## src/inc/dac_link_consts.svh

```systemverilog
`ifndef DAC_LINK_CONSTS_SVH
`define DAC_LINK_CONSTS_SVH

// Serial word layout, most significant bit sent first
`define WORD_BITS 16
`define HALF_BITS 8
`define CODE_BITS 10
`define CMD_HI 15
`define CMD_LO 13
`define CMD_TOP 15
`define CODE_HI 12
`define CODE_LO 3
`define SUB_BITS 3

// Command encodings of the lower two command bits
`define CMD_LOAD_UPDATE 2'h0
`define CMD_LOAD_INPUT 2'h1
`define CMD_RESTORE 2'h2
`define CMD_SHUT_OR_NOP 2'h3

// Idle levels of select, clock and data, in synchroniser bit order
`define LINK_IDLE 3'h4

// Reset value of both code registers
`define CODE_RESET 10'h000

// Timing, clock rate in MHz and times as printed
`define CLK_MHZ 200
`define TCSS_NS 40
`define TCSW_NS 100
`define THALF_NS 40
`define SETTLE_US 20
`define TCSS_CYC ((`TCSS_NS * `CLK_MHZ + 999) / 1000)
`define TCSW_CYC ((`TCSW_NS * `CLK_MHZ + 999) / 1000)
`define THALF_CYC ((`THALF_NS * `CLK_MHZ + 999) / 1000)
`define SETTLE_CYC (`SETTLE_US * `CLK_MHZ)

// Controller register map, byte addresses
`define REG_WORD 32'h0000_0000
`define REG_STATUS 32'h0000_0004
`define REG_CTRL 32'h0000_0008
`define STAT_BUSY 0
`define STAT_SETTLED 1
`define CTRL_SPLIT 8
`define DIV_RESET 8'h0a
`define HTRANS_NONSEQ 2'h2
`define HSIZE_WORD 3'h2

`endif

```

## src/inc/dac_link_pkg.sv

```systemverilog
package dac_link_pkg;

  typedef logic [9:0] code_t;
  typedef logic [15:0] word_t;
  typedef logic [2:0] cmd_t;

  typedef enum logic [5:0] {
    H_IDLE  = 6'h01,
    H_SETUP = 6'h02,
    H_LOW   = 6'h04,
    H_HIGH  = 6'h08,
    H_GAP   = 6'h10,
    H_REST  = 6'h20
  } host_state_t;

endpackage : dac_link_pkg

```

## src/inc/dac_link_if.sv

```systemverilog
`timescale 1ns/1ps

interface dac_link_if;
  logic cs_n;
  logic sclk;
  logic din;

  modport host (
    output cs_n,
    output sclk,
    output din
  );

  modport device (
    input cs_n,
    input sclk,
    input din
  );
endinterface : dac_link_if

```

## src/core/dac_word_device.sv

```systemverilog
`timescale 1ns/1ps
`include "dac_link_consts.svh"

module dac_word_device (
  // Clock, reset and enable
  input wire logic hclk,
  input wire logic hresetn,
  input wire logic ce,
  // Serial link from the controller
  dac_link_if.device link,
  // Code towards the conversion stage
  output dac_link_pkg::code_t code_value,
  output dac_link_pkg::code_t input_code,
  output logic shutdown,
  // Word events and last decoded command
  output logic word_done,
  output logic word_dropped,
  output dac_link_pkg::cmd_t last_cmd
);
  import dac_link_pkg::*;

  localparam int CNT_W = 5;
  localparam logic [CNT_W-1:0] CNT_FULL = CNT_W'(`WORD_BITS);
  localparam logic [CNT_W-1:0] CNT_MAX = '1;

  //////////////////////////////////////////////////////////////////////////
  // Pin synchronisers

  // The link clock is slow against hclk, so it is sampled, not used
  logic [2:0] pin_level;
  logic [2:0] pin_rise;
  logic [2:0] pin_prev;

  // Start at the idle levels, so leaving reset shows no false select edge
  edge_sync #(
    .W(3),
    .RST_VAL(`LINK_IDLE)
  ) u_pins (
    .hclk(hclk),
    .hresetn(hresetn),
    .ce(ce),
    .async_in({link.cs_n, link.sclk, link.din}),
    .level(pin_level),
    .rise(pin_rise),
    .prev(pin_prev)
  );

  wire logic din_s = pin_level[0];
  wire logic sclk_rise = pin_rise[1];
  wire logic cs_high = pin_level[2];
  wire logic cs_rise = pin_rise[2];
  // Low in the previous sample: the frame is open
  wire logic cs_open = ~pin_prev[2];

  //////////////////////////////////////////////////////////////////////////
  // Shift register and bit counter

  word_t shift_q;
  logic [CNT_W-1:0] cnt_q;

  // A clock edge counts only inside a frame
  wire logic shift_en = sclk_rise & cs_open;

  // The last edge may land in the same sample as the closing edge
  wire word_t word_w = shift_en ? {shift_q[`WORD_BITS-2:0], din_s}
                                : shift_q;
  wire logic cnt_sat = cnt_q == CNT_MAX;
  wire logic [CNT_W-1:0] cnt_inc = cnt_sat ? cnt_q : cnt_q + 1'b1;
  wire logic [CNT_W-1:0] cnt_w = shift_en ? cnt_inc : cnt_q;

  always_ff @(posedge hclk or negedge hresetn) begin
    if (!hresetn) begin
      shift_q <= '0;
    end else if (ce && shift_en) begin
      shift_q <= word_w;
    end
  end

  // Idle link keeps the counter at zero, so stray edges never count
  always_ff @(posedge hclk or negedge hresetn) begin
    if (!hresetn) begin
      cnt_q <= '0;
    end else if (ce) begin
      if (cs_high) begin
        cnt_q <= '0;
      end else begin
        cnt_q <= cnt_w;
      end
    end
  end

  //////////////////////////////////////////////////////////////////////////
  // Word decode

  // Anything but exactly sixteen bits is thrown away
  wire logic word_ok = cnt_w == CNT_FULL;
  wire logic take = cs_rise & word_ok;
  wire logic drop = cs_rise & ~word_ok;

  wire cmd_t cmd_w = word_w[`CMD_HI:`CMD_LO];
  wire logic [1:0] op_w = cmd_w[1:0];
  // Sub-bits in word_w[2:0] are never read
  wire code_t code_w = word_w[`CODE_HI:`CODE_LO];

  wire logic op_load_upd = take & (op_w == `CMD_LOAD_UPDATE);
  wire logic op_load_in = take & (op_w == `CMD_LOAD_INPUT);
  wire logic op_restore = take & (op_w == `CMD_RESTORE);
  wire logic op_upper = take & (op_w == `CMD_SHUT_OR_NOP);
  // Top command bit splits shutdown from no-operation
  wire logic op_shut = op_upper & cmd_w[2];

  //////////////////////////////////////////////////////////////////////////
  // Double-buffered code registers

  code_t input_q;
  code_t conv_q;
  logic shut_q;

  // Input register is untouched by shutdown, so restore recalls it
  always_ff @(posedge hclk or negedge hresetn) begin
    if (!hresetn) begin
      input_q <= `CODE_RESET;
    end else if (ce) begin
      if (op_load_upd || op_load_in) begin
        input_q <= code_w;
      end
    end
  end

  always_ff @(posedge hclk or negedge hresetn) begin
    if (!hresetn) begin
      conv_q <= `CODE_RESET;
    end else if (ce) begin
      if (op_load_upd) begin
        conv_q <= code_w;
      end else if (op_restore) begin
        conv_q <= input_q;
      end
    end
  end

  // Decode carries on in shutdown; only these commands wake it
  always_ff @(posedge hclk or negedge hresetn) begin
    if (!hresetn) begin
      shut_q <= 1'b0;
    end else if (ce) begin
      if (op_shut) begin
        shut_q <= 1'b1;
      end else if (op_load_upd || op_restore) begin
        shut_q <= 1'b0;
      end
    end
  end

  //////////////////////////////////////////////////////////////////////////
  // Event outputs

  logic done_q;
  logic drop_q;
  cmd_t last_cmd_q;

  always_ff @(posedge hclk or negedge hresetn) begin
    if (!hresetn) begin
      done_q <= 1'b0;
      drop_q <= 1'b0;
    end else if (ce) begin
      done_q <= take;
      drop_q <= drop;
    end
  end

  always_ff @(posedge hclk or negedge hresetn) begin
    if (!hresetn) begin
      last_cmd_q <= '0;
    end else if (ce && take) begin
      last_cmd_q <= cmd_w;
    end
  end

  //////////////////////////////////////////////////////////////////////////
  // Outputs, all straight from flip-flops

  assign code_value = conv_q;
  assign input_code = input_q;
  assign shutdown = shut_q;
  assign word_done = done_q;
  assign word_dropped = drop_q;
  assign last_cmd = last_cmd_q;

endmodule : dac_word_device

```

## src/core/edge_sync.sv

```systemverilog
`timescale 1ns/1ps

module edge_sync #(
  parameter int W = 3,
  parameter logic [W-1:0] RST_VAL = '0
) (
  // Clock and reset
  input wire logic hclk,
  input wire logic hresetn,
  input wire logic ce,
  // Asynchronous inputs and their synchronised views
  input wire logic [W-1:0] async_in,
  output logic [W-1:0] level,
  output logic [W-1:0] rise,
  output logic [W-1:0] prev
);

  initial begin
    if (W < 1) begin
      $error("edge_sync needs at least one bit");
    end
  end

  logic [W-1:0] meta_q;
  logic [W-1:0] sync_q;
  logic [W-1:0] last_q;

  // First stage feeds only the second stage
  always_ff @(posedge hclk or negedge hresetn) begin
    if (!hresetn) begin
      meta_q <= RST_VAL;
      sync_q <= RST_VAL;
      last_q <= RST_VAL;
    end else if (ce) begin
      meta_q <= async_in;
      sync_q <= meta_q;
      last_q <= sync_q;
    end
  end

  assign level = sync_q;
  assign prev = last_q;
  assign rise = sync_q & ~last_q;

endmodule : edge_sync

```

## src/flat_wrapper.sv

```systemverilog
// flat-port wrapper written by rule: the top's interface ports become plain ports
module dac_word_device_flat import dac_link_pkg::*;
  (hclk, hresetn, ce, code_value, input_code, shutdown, word_done, word_dropped, last_cmd, link_cs_n, link_sclk, link_din);
  dac_link_if link_i ();
  input wire logic hclk;
  input wire logic hresetn;
  input wire logic ce;
  output dac_link_pkg::code_t code_value;
  output dac_link_pkg::code_t input_code;
  output logic shutdown;
  output logic word_done;
  output logic word_dropped;
  output dac_link_pkg::cmd_t last_cmd;
  input wire logic [$bits(link_i.cs_n)-1:0] link_cs_n;
  input wire logic [$bits(link_i.sclk)-1:0] link_sclk;
  input wire logic [$bits(link_i.din)-1:0] link_din;
  assign link_i.cs_n = link_cs_n;
  assign link_i.sclk = link_sclk;
  assign link_i.din = link_din;
  dac_word_device u_core (.hclk(hclk), .hresetn(hresetn), .ce(ce), .link(link_i), .code_value(code_value), .input_code(input_code), .shutdown(shutdown), .word_done(word_done), .word_dropped(word_dropped), .last_cmd(last_cmd));
endmodule
```

## config.mk

```make
export PLATFORM = sky130hd
export DESIGN_NAME = dac_word_device_flat
export DESIGN_NICKNAME = d
export VERILOG_FILES = /design/src/inc/dac_link_pkg.sv /design/src/inc/dac_link_if.sv /design/src/core/dac_word_device.sv /design/src/core/edge_sync.sv /design/src/flat_wrapper.sv
export VERILOG_INCLUDE_DIRS = /design/src /design/src/inc
export SDC_FILE = /design/constraint.sdc
export NUM_CORES = 1
export LEC_CHECK = 0
export ABC_AREA = 1
export BUFFER_PORTS_ARGS = -buffer_cell sky130_fd_sc_hd__buf_2
export CORE_MARGIN = 2
export CORE_UTILIZATION = 61
export DETAILED_ROUTE_END_ITERATION = 10
export GPL_ROUTABILITY_DRIVEN = 0
export PLACE_DENSITY_LB_ADDON = 0.15
export SLEW_MARGIN = 15
export SYNTH_ARGS = -nofsm -noshare
export SYNTH_HDL_FRONTEND = slang
export SYNTH_SLANG_ARGS = --single-unit
```

## constraint.sdc

```tcl
create_clock -name hclk -period 4.1 [get_ports hclk]
set_clock_uncertainty 0.2 [all_clocks]
set_input_delay 0.82 -clock hclk [delete_from_list [all_inputs] [get_ports hclk]]
set_output_delay 0.82 -clock hclk [all_outputs]
set_load 0.02 [all_outputs]
```

==> Word-level counts from Yosys, hierarchy flattened <==
Cells that the tools add are included.
{ "word_totals": {"reg_bits": 56, "inputBits": 6, "out_inout_bits": 26, "elab_cells": 49} }
{ "classes": {"addsub": 1, "eq_ne": 5, "muxes": 8, "bitwise": 12, "n_reduce_logical": 11} }
{ "ops": {"columns": ["op", "count"], "rows": [
  ["10-bit two-way mux", 2],
  ["16-bit two-way mux", 1],
  ["5-bit two-way mux", 3],
  ["5-bit equality test, second input constant", 2],
  ["1-bit AND", 8],
  ["2-bit AND reduction", 4],
  ["5-bit by 1-bit adder with 5-bit output, second input constant", 1],
  ["2-bit equality test, second input constant", 2],
  ["2-bit nonzero test", 2],
  ["3-bit AND", 1],
  ["3-bit NOT", 1],
  ["2-bit by 1-bit equality test with 1-bit output, second input constant", 1],
  ["1-bit logical AND", 2],
  ["2-bit logical NOT", 1],
  ["1-bit logical OR", 2],
  ["1-bit two-way mux", 2],
  ["1-bit NOT", 2]
]} }

==> Longest topological paths before layout <==
Gate-level depths: netlist of the first run.
{ "depth": {"word_depth": 10, "depth_mapped": 15} }

==> Cells and area by module <==
Synthesis of the first run repeated with hierarchy kept, for this count alone.
{ "hier_totals": {"hier_cells": 351, "hier_area_um2": 2720.1} }
{ "by_module_without_submodules": {"columns": ["mod", "n_inst", "cells_each", "area_each_um2", "seq_area_each_um2"], "rows": [
  ["dac_word_device", 1, 307, 2352.3, 1176.1],
  ["edge_sync", 1, 44, 367.9, 229.0]
]} }

==> Least setup slack after synthesis of the first run <==
OpenSTA, ideal clock, no wires.
{ "synth_path": {"path_type": "input port to flip-flop", "start": "input ce", "end": "register u_core.input_q[7], in the netlist u_core.input_code[7]", "setup_time_ns": 0.120, "arrival_ns": 1.739, "setup_slack_ns": 2.041, "stages": 8, "cell_sequence": "clkbuf_1 > nand2_1 > inv_1 > nand3_2 > buf_6 > buf_6 > o21ai_1 > nand2_1"} }
{ "synth_between": {"elab_chain_len": 1} }
{ "synth_rtl": {"columns": ["element", "line", "text"], "rows": [
  ["from (decl)", "flat_wrapper.sv:7", "input wire logic ce;"],
  ["2-bit AND reduction (no source line)", null, null],
  ["to (signal assigned)", "dac_word_device.sv:122", "input_q <= `CODE_RESET;"],
  ["to (signal assigned)", "dac_word_device.sv:125", "input_q <= code_w;"],
  ["to (decl)", "dac_word_device.sv:115", "code_t input_q;"]
]} }
Every way passes these cells.
A chain may end at the register's enable or synchronous reset.

==> Worst setup path in the final report of the first run <==
{ "layout_path": {"start": "register u_core.u_pins.last_q[2], in the netlist u_core.u_pins.prev[2]", "end": "register u_core.conv_q[3], in the netlist u_core.code_value[3]"} }
{ "layout_between": {"elab_chain_len": 8, "word_cells_on_any_way": 15, "cone_classes": "eq/ne: 2; mux: 3; bitwise: 7; reduce/logical: 3"} }
{ "layout_rtl": {"columns": ["element", "line", "text"], "rows": [
  ["from (decl)", "edge_sync.sv:26", "logic [W-1:0] last_q;"],
  ["from (signal assigned)", "edge_sync.sv:37", "last_q <= sync_q;"],
  ["1-bit NOT", "dac_word_device.sv:53", "wire logic cs_open = ~pin_prev[2];"],
  ["1-bit AND", "dac_word_device.sv:62", "wire logic shift_en = sclk_rise & cs_open;"],
  ["5-bit two-way mux", "dac_word_device.sv:69", "wire logic [CNT_W-1:0] cnt_w = shift_en ? cnt_inc : cnt_q;"],
  ["5-bit equality test", "dac_word_device.sv:96", "wire logic word_ok = cnt_w == CNT_FULL;"],
  ["1-bit AND", "dac_word_device.sv:97", "wire logic take = cs_rise & word_ok;"],
  ["1-bit AND, on equally long branches", "dac_word_device.sv:107, dac_word_device.sv:105", null],
  ["2-bit nonzero test (no source line)", null, null],
  ["2-bit AND reduction (no source line)", null, null],
  ["to (signal assigned)", "dac_word_device.sv:132", "conv_q <= `CODE_RESET;"],
  ["to (signal assigned)", "dac_word_device.sv:135", "conv_q <= code_w;"],
  ["to (signal assigned)", "dac_word_device.sv:137", "conv_q <= input_q;"],
  ["to (decl)", "dac_word_device.sv:116", "code_t conv_q;"]
]} }
Several ways; a longest one is shown, not always the timed one.

==> out/qor.yml, run 1 <==
logic_synthesis:
  syn-num-nets: 346
  synth_cell_types: 23
  yosysSeqAreaShare_pct: 52.0
  ys_ff_latch: 55
  syn_area_um2: 2660
  syn_avg_cell_area_um2: 7.83
  synth_cells: 339
  ys_warn_count: 0
global_route:
  grt_max_degree: 38
  grt_pass1_wl_um: 9080
  overflow: 0
  grt_pass1_vias: 2039
  antenna_found_initial: 0
  track_usage_pct: 22.9
clock_network:
  max-clock-path-buffers: 2
  cts_sinks: 55
  clk_latency_ps: 300
  hold_buffers: 0
  cts_resized: 0
  clockRootBuffer: "clkbuf_8"
  cts.reportedPaths.clkPinSlew_ps: 90
  cts_tree: "done"
  cts-buffers-inserted: 5
  postCtsSetupBuffers: 0
  h-tree-depth: 2
power:
  leakage_nw: 1.49
  power-per-cell-area_nw_per_um2: 400
  ir_drop_mv: 0.256
detailed_routing:
  first_pass_iters: 4
  post_drt_wl_per_cell_um: 12.7
  wl_um: 5290
  vias: 2153
  avgViaCountPerCell: 5.19
  final_antenna_net_count: 0
  first_iter_violations: 193
  drc_errors: 0
worst_setup_path:
  cp_max_fo: 26
  ff2ff_path_depth: 11
  rrSetupSlack_ps: 1120
  rr_startpoint: "u_core.u_pins.prev[2]"
  critical_path_class: "flip-flop to flip-flop"
  endpoint_kind: "flip-flop"
  startpoint_type: "flip-flop"
  timing.rr.end: "u_core.code_value[3]"
  arrival_ps: 2990
  required_ps: 4110
finish:
  antennaDiodeCount: 0
  final_nets: 371
  area_growth_pct: 8.77
  utilization_pct: 70.7
  drive_gt1_share_pct: 13.2
sta:
  fin_setup_tns_ps: 0
  fmax_mhz: 336
  worst_pin_slew_ps: 818
  hold_violations: 0
  slew_headroom_pct: 45.3
  finalMaxSlewViolations: 0
  rsz0062_at_grt: "no"
  setup_viol: 0
  post-route-period-util_pct: 72.6
  min_period_ps: 2980
placed_design:
  port-buffer-count: 31
  dp_hpwl_um: 3870
die:
  core.rowCount: 23
  dieWidth_um: 70.0
  core-area_um2: 4090
  die_y_um: 70.0
  ios: 32
  initial_core_util_pct: 65.0
  dieArea_um2: 4900
worst_hold_path:
  holdPathStages: 2
  worstHoldStart: "u_core.u_pins.meta_q[2]"
  hp-class: "flip-flop to flip-flop"
  hold_path_end: "u_core.u_pins.meta_q[2]"
outcome:
  status: "finished clean"
job:
  cap_violations: 0
## cells in the final DEF, fill, tap and decap left out, types with 5 or more instances in the layout
cell type,instances
dfrtp_1,52
clkbuf_8,5
nand4_1,10
o21ai_0,40
nand2_1,113
o21ai_1,8
buf_2,31
nor2_1,11
nand3_1,21
inv_1,50
## through the flow
step / power [mW] / cell area [um2] / worst slack (ps) / hold slack, ps / std cells
3_3_place_gp: 0.866 / 2810 / 1280 / 252 / 407
3_5_place_dp: 0.878 / 2810 / 1150 / 267 / 407
4_1_cts: 1.16 / 2890 / 1140 / 280 / 415
5_1_grt: 1.22 / 2890 / 813 / 309 / 415
6_report: 1.15 / 2890 / 1120 / 281 / 415
2_1_floorplan: 0.813 / 2660 / 2040 / 242 / 339
## report_power, final
part,switching (mW),internal [mW],leakage [nW],total (mW)
registers,0.0411,0.607,0.683,0.648
clock network,0.164,0.122,0.0395,0.286
logic,0.160,0.0604,0.767,0.221
total,0.365,0.789,1.49,1.15
## cell families (layout without fill, tap and decap cells)
family	count (synthesis)	count (layout)	synth area share, %
buf+inv	64	90	9.80
compound gates	55	55	10.6
flops	55	55	52.0
simple gates	164	164	27.2
fa+ha+maj	1	1	0.471
## routing by layer
metal | share of wire, % | track usage (%) | wire length, um
met1 | 50 | 32.3 | 2630
met2 | 45 | 35.7 | 2380
met3 | 3.4 | 4.18 | 180
met4 | 1.8 | 8.55 | 97
met5 | 0 | 0 | 0
## worst max-delay path by stage
stage | start | to | slack [ps] | cells past startpoint
floorplan | ce | u_core.input_code[7] | 2040 | 8
global placement | u_core.u_pins.prev[2] | u_core.code_value[3] | 1280 | 11
detailed placement | u_core.u_pins.prev[2] | u_core.code_value[3] | 1150 | 11
CTS | u_core.u_pins.prev[2] | u_core.code_value[3] | 1140 | 11
global route | u_core.u_pins.prev[2] | u_core.code_value[4] | 810 | 11
finish | u_core.u_pins.prev[2] | u_core.code_value[3] | 1120 | 11
## sequential cells by signal (all words and copies together), names as in the netlist
register              flops
u_core.u_pins.level       3
u_core.shift_q           16
u_core.u_pins.prev        2
u_core.u_pins.meta_q      3
u_core.cnt_q              5
u_core.word_dropped       1
u_core.code_value        10
u_core.shutdown           1
u_core.word_done          1
u_core.input_code        10
u_core.last_cmd           3
## critical path: stages (launching register included)
cell     delay (ps)
dfstp_2         590
nor2_2           60
nand2_2         290
nor2_1           90
nand2_1          70
nand3_1         100
nor2_2          400
nand3_2         490
nor2_4          350
nand3_1         120
nand2_1          80
inv_1            40
## layout make-up
| class | instances | area (um2) |
|---|---|---|
| Multi-Input combinational cell | 220 | 1010 |
| Sequential cell | 55 | 1380 |
| Tap cell | 50 | 62.6 |
| Timing Repair Buffer | 32 | 163 |
| Fill cell | 359 | 1200 |
| Inverter | 50 | 188 |
| Clock buffer | 8 | 80.1 |
## Yosys cell counts
cell type / number / area (um2)
nand3_1: 21 / 105
and2_1: 1 / 6.26
buf_1: 1 / 3.75
ha_1: 1 / 12.5
o21ai_1: 8 / 40.0
nand2_1: 113 / 424
clkbuf_1: 7 / 26.3
o21a_1: 1 / 7.51
nor2_1: 11 / 41.3
buf_6: 2 / 22.5
a21oi_1: 4 / 20.0
o22ai_1: 2 / 12.5
o21ai_0: 40 / 200
dfstp_2: 3 / 78.8
buf_2: 4 / 20.0
nor2_8: 1 / 20.0
nand4_1: 10 / 62.6
inv_1: 50 / 188
dfrtp_1: 52 / 1300
nor2_2: 2 / 12.5
nand2_2: 1 / 6.26
nand3_2: 1 / 10.0
nor2_4: 3 / 33.8
Note: power is estimated with default switching activity, not from simulation.
==> run 2: changes to the inputs <==
--- a/config.mk
+++ b/config.mk
@@ -9,7 +9,7 @@
 export ABC_AREA = 1
 export BUFFER_PORTS_ARGS = -buffer_cell sky130_fd_sc_hd__buf_2
 export CORE_MARGIN = 2
-export CORE_UTILIZATION = 61
+export CORE_UTILIZATION = 52
 export DETAILED_ROUTE_END_ITERATION = 10
 export GPL_ROUTABILITY_DRIVEN = 0
 export PLACE_DENSITY_LB_ADDON = 0.15
==> constraint.sdc (replaced) <==
create_clock -name hclk -period 2.7 [get_ports hclk]
set_clock_uncertainty 0.2 [all_clocks]
set_input_delay 0.54 -clock hclk [delete_from_list [all_inputs] [get_ports hclk]]
set_output_delay 0.54 -clock hclk [all_outputs]
set_load 0.02 [all_outputs]
==> out/qor.yml, run 2 (synthesis results as in run 1) <==
outcome:
  status: "finished clean"  # unchanged
placed_design:
  dp_hpwl_um: 3930  # was 3870 um
  port-buffer-count: 31  # unchanged
  placed_cells: 435  # was 407
sta:
  hold_violations: 0  # unchanged
  slew_headroom_pct: 70.2  # was 45.3%
  worst_pin_slew_ps: 446  # was 818 ps
  post-route-period-util_pct: 88.0  # was 72.6%
  setup_viol: 0  # unchanged
  min_period_ps: 2380  # was 2980 ps
  fin_setup_tns_ps: 0  # unchanged
  fmax_mhz: 421  # was 336 MHz
  finalMaxSlewViolations: 0  # unchanged
  rsz0062_at_grt: "no"  # unchanged
worst_setup_path:
  cp_top_family: "simple AND/OR/NAND/NOR gates"  # unchanged
  path_buf_inv: 3  # was 1
  arrival_ps: 2380  # was 2990 ps
  worstSetupEndpoint: "u_core.code_value[9]"  # was u_core.code_value[3]
  timing.rr.end: "u_core.code_value[9]"  # was u_core.code_value[3]
  critical_path_class: "flip-flop to flip-flop"  # unchanged
  worst-path-stages: 14  # was 11
  endpoint_kind: "flip-flop"  # unchanged
  rrSetupSlack_ps: 320  # was 1120 ps
  ff2ff_path_depth: 14  # was 11
  slowest_delay_ps: 420  # was 590 ps
  cp_max_fo: 11  # was 26
  cp_common_cell: "nand2_1"
  cp_cell_sequence: "ha_1 > nand2_1 > inv_1 > nand2_1 > nand3_1 > nand2_1 > nand2_1 > nor2_4 > buf_4 > nand3_1 > nand2_1 > nand3_1 > nand2_1 > inv_1"  # was nor2_2 > nand2_2 > nor2_1 > nand2_1 > nand3_1 > nor2_2 > nand3_2 > nor2_4 > nand3_1 > nand2_1 > inv_1
  startpoint: "u_core.cnt_q[0]"  # was u_core.u_pins.prev[2]
  rr_startpoint: "u_core.cnt_q[0]"  # was u_core.u_pins.prev[2]
  required_ps: 2710  # was 4110 ps
  slowest_stage: "dfrtp_1"  # was dfstp_2
  startpoint_type: "flip-flop"  # unchanged
job:
  cap_violations: 0  # unchanged
clock_network:
  clockRootBuffer: "clkbuf_8"  # unchanged
  max-clock-path-buffers: 2  # unchanged
  postCtsSetupBuffers: 0  # unchanged
  cts-buffers-inserted: 5  # unchanged
  cts_sinks: 55  # unchanged
  cts.reportedPaths.clkPinSlew_ps: 100  # was 90 ps
  clk_latency_ps: 300  # about the same
  h-tree-depth: 2  # unchanged
  cts_tree: "done"  # unchanged
die:
  dieWidth_um: 75.5  # was 70.0 um
  core.rowCount: 26  # was 23
  dieArea_um2: 5690  # was 4900 um2
  initial_core_util_pct: 53.0  # was 65.0%
  core-area_um2: 5010  # was 4090 um2
  die_y_um: 75.5  # was 70.0 um
  ios: 32  # unchanged
detailed_routing:
  first_iter_violations: 249  # was 193
  first_pass_iters: 4  # unchanged
  drc_errors: 0  # unchanged
  vias: 2155  # was 2153
  post_drt_wl_per_cell_um: 11.8  # was 12.7 um
  avgViaCountPerCell: 4.85  # was 5.19
  final_antenna_net_count: 0  # unchanged
  wl_um: 5260  # was 5290 um
power:
  leakage_nw: 1.55  # was 1.49 nW
  power.switching_mw: 0.558  # was 0.365 mW
  power-per-cell-area_nw_per_um2: 622  # was 400 nW/um2
  clockPowerShare_pct: 29.6  # was 24.8%
  power_frac_comb_pct: 18.4  # was 19.1%
  power.internal_mw: 1.32  # was 0.789 mW
  sw_frac_of_total_pct: 29.7  # was 31.6%
  p_seq_share_pct: 51.9  # was 56.1%
  ir_drop_mv: 0.345  # was 0.256 mV
finish:
  final_nets: 380  # was 371
  largest_reg_flops: 16  # unchanged
  fin_cells: 444  # was 415
  final_cell_mix: "113 x nand2_1, 52 x dfrtp_1, 50 x inv_1"  # unchanged
  drive_gt1_share_pct: 15.8  # was 13.2%
  final_common_cell: "nand2_1"  # unchanged
  antennaDiodeCount: 0  # unchanged
  area_growth_pct: 13.8  # was 8.77%
  top_register: "u_core.shift_q"  # unchanged
global_route:
  antenna_found_initial: 0  # unchanged
  grt_pass1_vias: 1939  # was 2039
  grt_max_degree: 33  # was 38
  track_usage_pct: 20.4  # was 22.9%
  overflow: 0  # unchanged
  grt_pass1_wl_um: 8870  # was 9080 um
worst_hold_path:
  hp-class: "input pin to flip-flop"  # was flip-flop to flip-flop
==> run 2: cell types whose count changed in the layout (fill, tap and decap cells not counted), sizes merged <==
cell	change
buf	+8
dlygate4sd3	+1
clkbuf	-2
bufinv	+1
clkinv	+1
==> run 2: repair_timing <==
item	in CTS	in global routing
hold buffers	1	0
endpoints found under the hold margin	15	0
resized for setup	0	0
==> run 2: how the worst min path moves through the flow <==
stage / to / from / cells past startpoint / slack (ps)
2_1_floorplan: u_core.cnt_q[0] / hresetn / 0 / 40
3_3_place_gp: u_core.u_pins.meta_q[2] / u_core.u_pins.meta_q[2] / 2 / 260
3_5_place_dp: u_core.shutdown / u_core.shutdown / 2 / 260
4_1_cts: u_core.u_pins.meta_q[2] / link_cs_n / 3 / 210
5_1_grt: u_core.u_pins.meta_q[0] / link_din / 3 / 240
6_report: u_core.u_pins.meta_q[2] / link_cs_n / 3 / 220
==> run 2: layer usage <==
layer	share of wire, %	GRT usage [%]	up-vias
met5	0	0	-
met4	1.2	6.43	0
met3	4.6	3.84	6
met2	44	30.8	45
met1	50	30.0	973
li1	-	-	1131
==> run 2: layout make-up <==
type | instances | area, um2
repair buffers | 41 | 233
flip-flops and latches | 55 | 1380
multi-input cells | 220 | 1010
clock buffers | 6 | 82.6
fillers | 479 | 1990
clock inverters | 2 | 35.0
inverters | 50 | 188
well taps | 70 | 87.6
==> run 2: worst register-to-register path, stage by stage, from the launching register on <==
cell and delay [ps]:
dfrtp_1 420, ha_1 260, nand2_1 80, inv_1 40, nand2_1 100, nand3_1 90
nand2_1 100, nand2_1 90, nor2_4 110, buf_4 170, nand3_1 270, nand2_1 140
nand3_1 90, nand2_1 80, inv_1 40
==> run 2: stage by stage <==
step / instance area (um2) / hold slack [ps] / util, % / power (mW) / setup WS (ps)
after detailed placement: 2890 / 263 / 57.7 / 1.34 / 359
after CTS: 3020 / 214 / 60.3 / 1.90 / 341
after global routing: 3020 / 242 / 60.3 / 2.00 / 120
after global placement: 2890 / 256 / 57.7 / 1.33 / 417
after floorplan: 2660 / 44.4 / - / 1.23 / 705
final: 3020 / 220 / 60.3 / 1.88 / 324
==> run 2: power by group through the flow <==
stage | clock network (mW) | logic [mW] | registers, mW
detailed placement | 0 | 0.348 | 0.993
CTS | 0.576 | 0.351 | 0.977
floorplan | 0 | 0.249 | 0.986
global route | 0.602 | 0.411 | 0.990
finish | 0.557 | 0.347 | 0.976
global placement | 0 | 0.338 | 0.991
==> run 3: changes to the inputs <==
--- a/config.mk
+++ b/config.mk
@@ -12,7 +12,7 @@
 export CORE_UTILIZATION = 52
 export DETAILED_ROUTE_END_ITERATION = 10
 export GPL_ROUTABILITY_DRIVEN = 0
-export PLACE_DENSITY_LB_ADDON = 0.15
+export PLACE_DENSITY = 0.79
 export SLEW_MARGIN = 15
 export SYNTH_ARGS = -nofsm -noshare
 export SYNTH_HDL_FRONTEND = slang
==> out/qor.yml, run 3 (synthesis results as in run 1) <==
outcome:
  status: "finished clean"  # unchanged
finish:
  largest_reg_flops: 16  # unchanged
  area_growth_pct: 13.0  # was 13.8%
  fill_cells: 472  # was 479
  antennaDiodeCount: 0  # unchanged
  drive_gt1_share_pct: 15.1  # was 15.8%
  final_nets: 376  # was 380
  final_cell_mix: "113 x nand2_1, 52 x dfrtp_1, 50 x inv_1"  # unchanged
  multi_input_area_um2: 1010  # unchanged
  top_register: "u_core.shift_q"  # unchanged
  regArea_um2: 1380  # unchanged
  utilization_pct: 59.9  # was 60.3%
  fin_area_um2: 3000  # was 3020 um2
  final_common_cell: "nand2_1"  # unchanged
power:
  power-per-cell-area_nw_per_um2: 628  # was 622 nW/um2
  clockPowerShare_pct: 30.0  # was 29.6%
  power.total_mw: 1.88  # about the same
  p_seq_share_pct: 51.9  # about the same
  power_frac_comb_pct: 18.1  # was 18.4%
  ir_drop_mv: 0.286  # was 0.345 mV
  sw_frac_of_total_pct: 30.0  # was 29.7%
  leakage_nw: 1.54  # was 1.55 nW
  power.switching_mw: 0.565  # was 0.558 mW
  power.internal_mw: 1.32  # about the same
detailed_routing:
  first_pass_iters: 4  # unchanged
  drc_errors: 0  # unchanged
  post_drt_wl_per_cell_um: 11.9  # was 11.8 um
  final_antenna_net_count: 0  # unchanged
  avgViaCountPerCell: 4.95  # was 4.85
  wl_um: 5250  # was 5260 um
  first_iter_violations: 206  # was 249
  vias: 2180  # was 2155
placed_design:
  dp_hpwl_um: 3760  # was 3930 um
  detailed_place.area_um2: 2880  # was 2890 um2
  pre_cts_slack_ps: 331  # was 359 ps
  port-buffer-count: 31  # unchanged
worst_setup_path:
  arrival_ps: 2520  # was 2380 ps
  required_ps: 2720  # was 2710 ps
  rrSetupSlack_ps: 200  # was 320 ps
  rr_startpoint: "u_core.cnt_q[0]"  # unchanged
  timing.rr.end: "u_core.code_value[2]"  # was u_core.code_value[9]
  ff2ff_path_depth: 14  # unchanged
  startpoint_type: "flip-flop"  # unchanged
  critical_path_class: "flip-flop to flip-flop"  # unchanged
  endpoint_kind: "flip-flop"  # unchanged
  cp_max_fo: 11  # unchanged
sta:
  min_period_ps: 2500  # was 2380 ps
  finalMaxSlewViolations: 0  # unchanged
  rsz0062_at_grt: "no"  # unchanged
  fin_setup_tns_ps: 0  # unchanged
  setup_viol: 0  # unchanged
  worst_pin_slew_ps: 814  # was 446 ps
  setup_ws_ps: 199  # was 324 ps
  fmax_mhz: 400  # was 421 MHz
  hold_violations: 0  # unchanged
  post-route-period-util_pct: 92.6  # was 88.0%
  slew_headroom_pct: 45.6  # was 70.2%
clock_network:
  cts_sinks: 55  # unchanged
  cts_tree: "done"  # unchanged
  max-clock-path-buffers: 2  # unchanged
  cts_resized: 0  # unchanged
  cts.reportedPaths.clkPinSlew_ps: 90  # was 100 ps
  cts-buffers-inserted: 5  # unchanged
  hold_buffers: 0  # was 1
  clk_latency_ps: 310  # was 300 ps
  postCtsSetupBuffers: 0  # unchanged
  clockRootBuffer: "clkbuf_8"  # unchanged
  h-tree-depth: 2  # unchanged
die:
  core.rowCount: 26  # unchanged
  dieArea_um2: 5690  # unchanged
  die_y_um: 75.5  # unchanged
  core-area_um2: 5010  # unchanged
  initial_core_util_pct: 53.0  # unchanged
  dieWidth_um: 75.5  # unchanged
  ios: 32  # unchanged
job:
  cap_violations: 0  # unchanged
global_route:
  overflow: 0  # unchanged
  grt_max_degree: 33  # unchanged
  track_usage_pct: 20.3  # was 20.4%
  grt_pass1_vias: 1961  # was 1939
  grt_pass1_wl_um: 8830  # was 8870 um
  antenna_found_initial: 0  # unchanged
worst_hold_path:
  hp-class: "input pin to asynchronous set/reset pin"  # was input pin to flip-flop
[run 3: changes by cell type in the layout (fill, tap and decap cells not counted)]
cell	previous run	this run
buf_4	9	5
dlygate4sd3_1	1	0
buf_12	0	1
[run 3: worst max path at each step]
stage,startpoint,end,slack (ps),cells after the start
after floorplan,u_core.cnt_q[0],u_core.input_code[7],700,13
after global placement,u_core.cnt_q[0],u_core.code_value[2],490,14
after detailed placement,u_core.cnt_q[0],u_core.code_value[7],330,14
after CTS,u_core.cnt_q[0],u_core.code_value[2],230,14
after global routing,u_core.cnt_q[0],u_core.code_value[6],70,14
final,u_core.cnt_q[0],u_core.code_value[2],200,14
[run 3: final cells by class]
| class | count | share of cell area, % |
|---|---|---|
| Multi-Input combinational cell | 220 | 33.8 |
| Timing Repair Buffer | 37 | 7.09 |
| Clock buffer | 6 | 2.75 |
| Clock inverter | 2 | 1.17 |
| Inverter | 50 | 6.26 |
| Sequential cell | 55 | 46.0 |
| Tap cell | 70 | 2.92 |
[run 3: power by group through the flow]
stage               Sequential, mW  Clock, mW  Combinational, mW
CTS                          0.977      0.580              0.343
global placement             0.990          0              0.329
floorplan                    0.986          0              0.249
detailed placement           0.993          0              0.340
global route                 0.991      0.608              0.399
finish                       0.978      0.566              0.340
[run 3: through the flow]
step                hold slack, ps  cells
global placement               256    432
global route                  60.4    440
floorplan                     44.4    339
detailed placement             256    432
CTS                           36.6    440
finish                        26.0    440
[run 3: critical path: stages, from the launching register on]
cell and delay, ps:
dfrtp_1 420, ha_1 260, nand2_1 90, inv_1 50, nand2_1 90, nand3_1 90, nand2_1 100, nand2_1 100
nor2_4 120, buf_4 180, nand3_1 270, nand2_1 190, nand3_1 130, nand2_1 90, inv_1 30
[run 3: metal layers]
metal | part of all wire [%] | up-vias | global-route usage [%] | wire (um)
met5 | 0 | - | 0 | 0
met4 | 2.0 | 0 | 7.99 | 104
met3 | 3.5 | 7 | 3.70 | 185
met2 | 48 | 52 | 32.2 | 2510
met1 | 47 | 1000 | 27.6 | 2440
li1 | - | 1121 | - | -
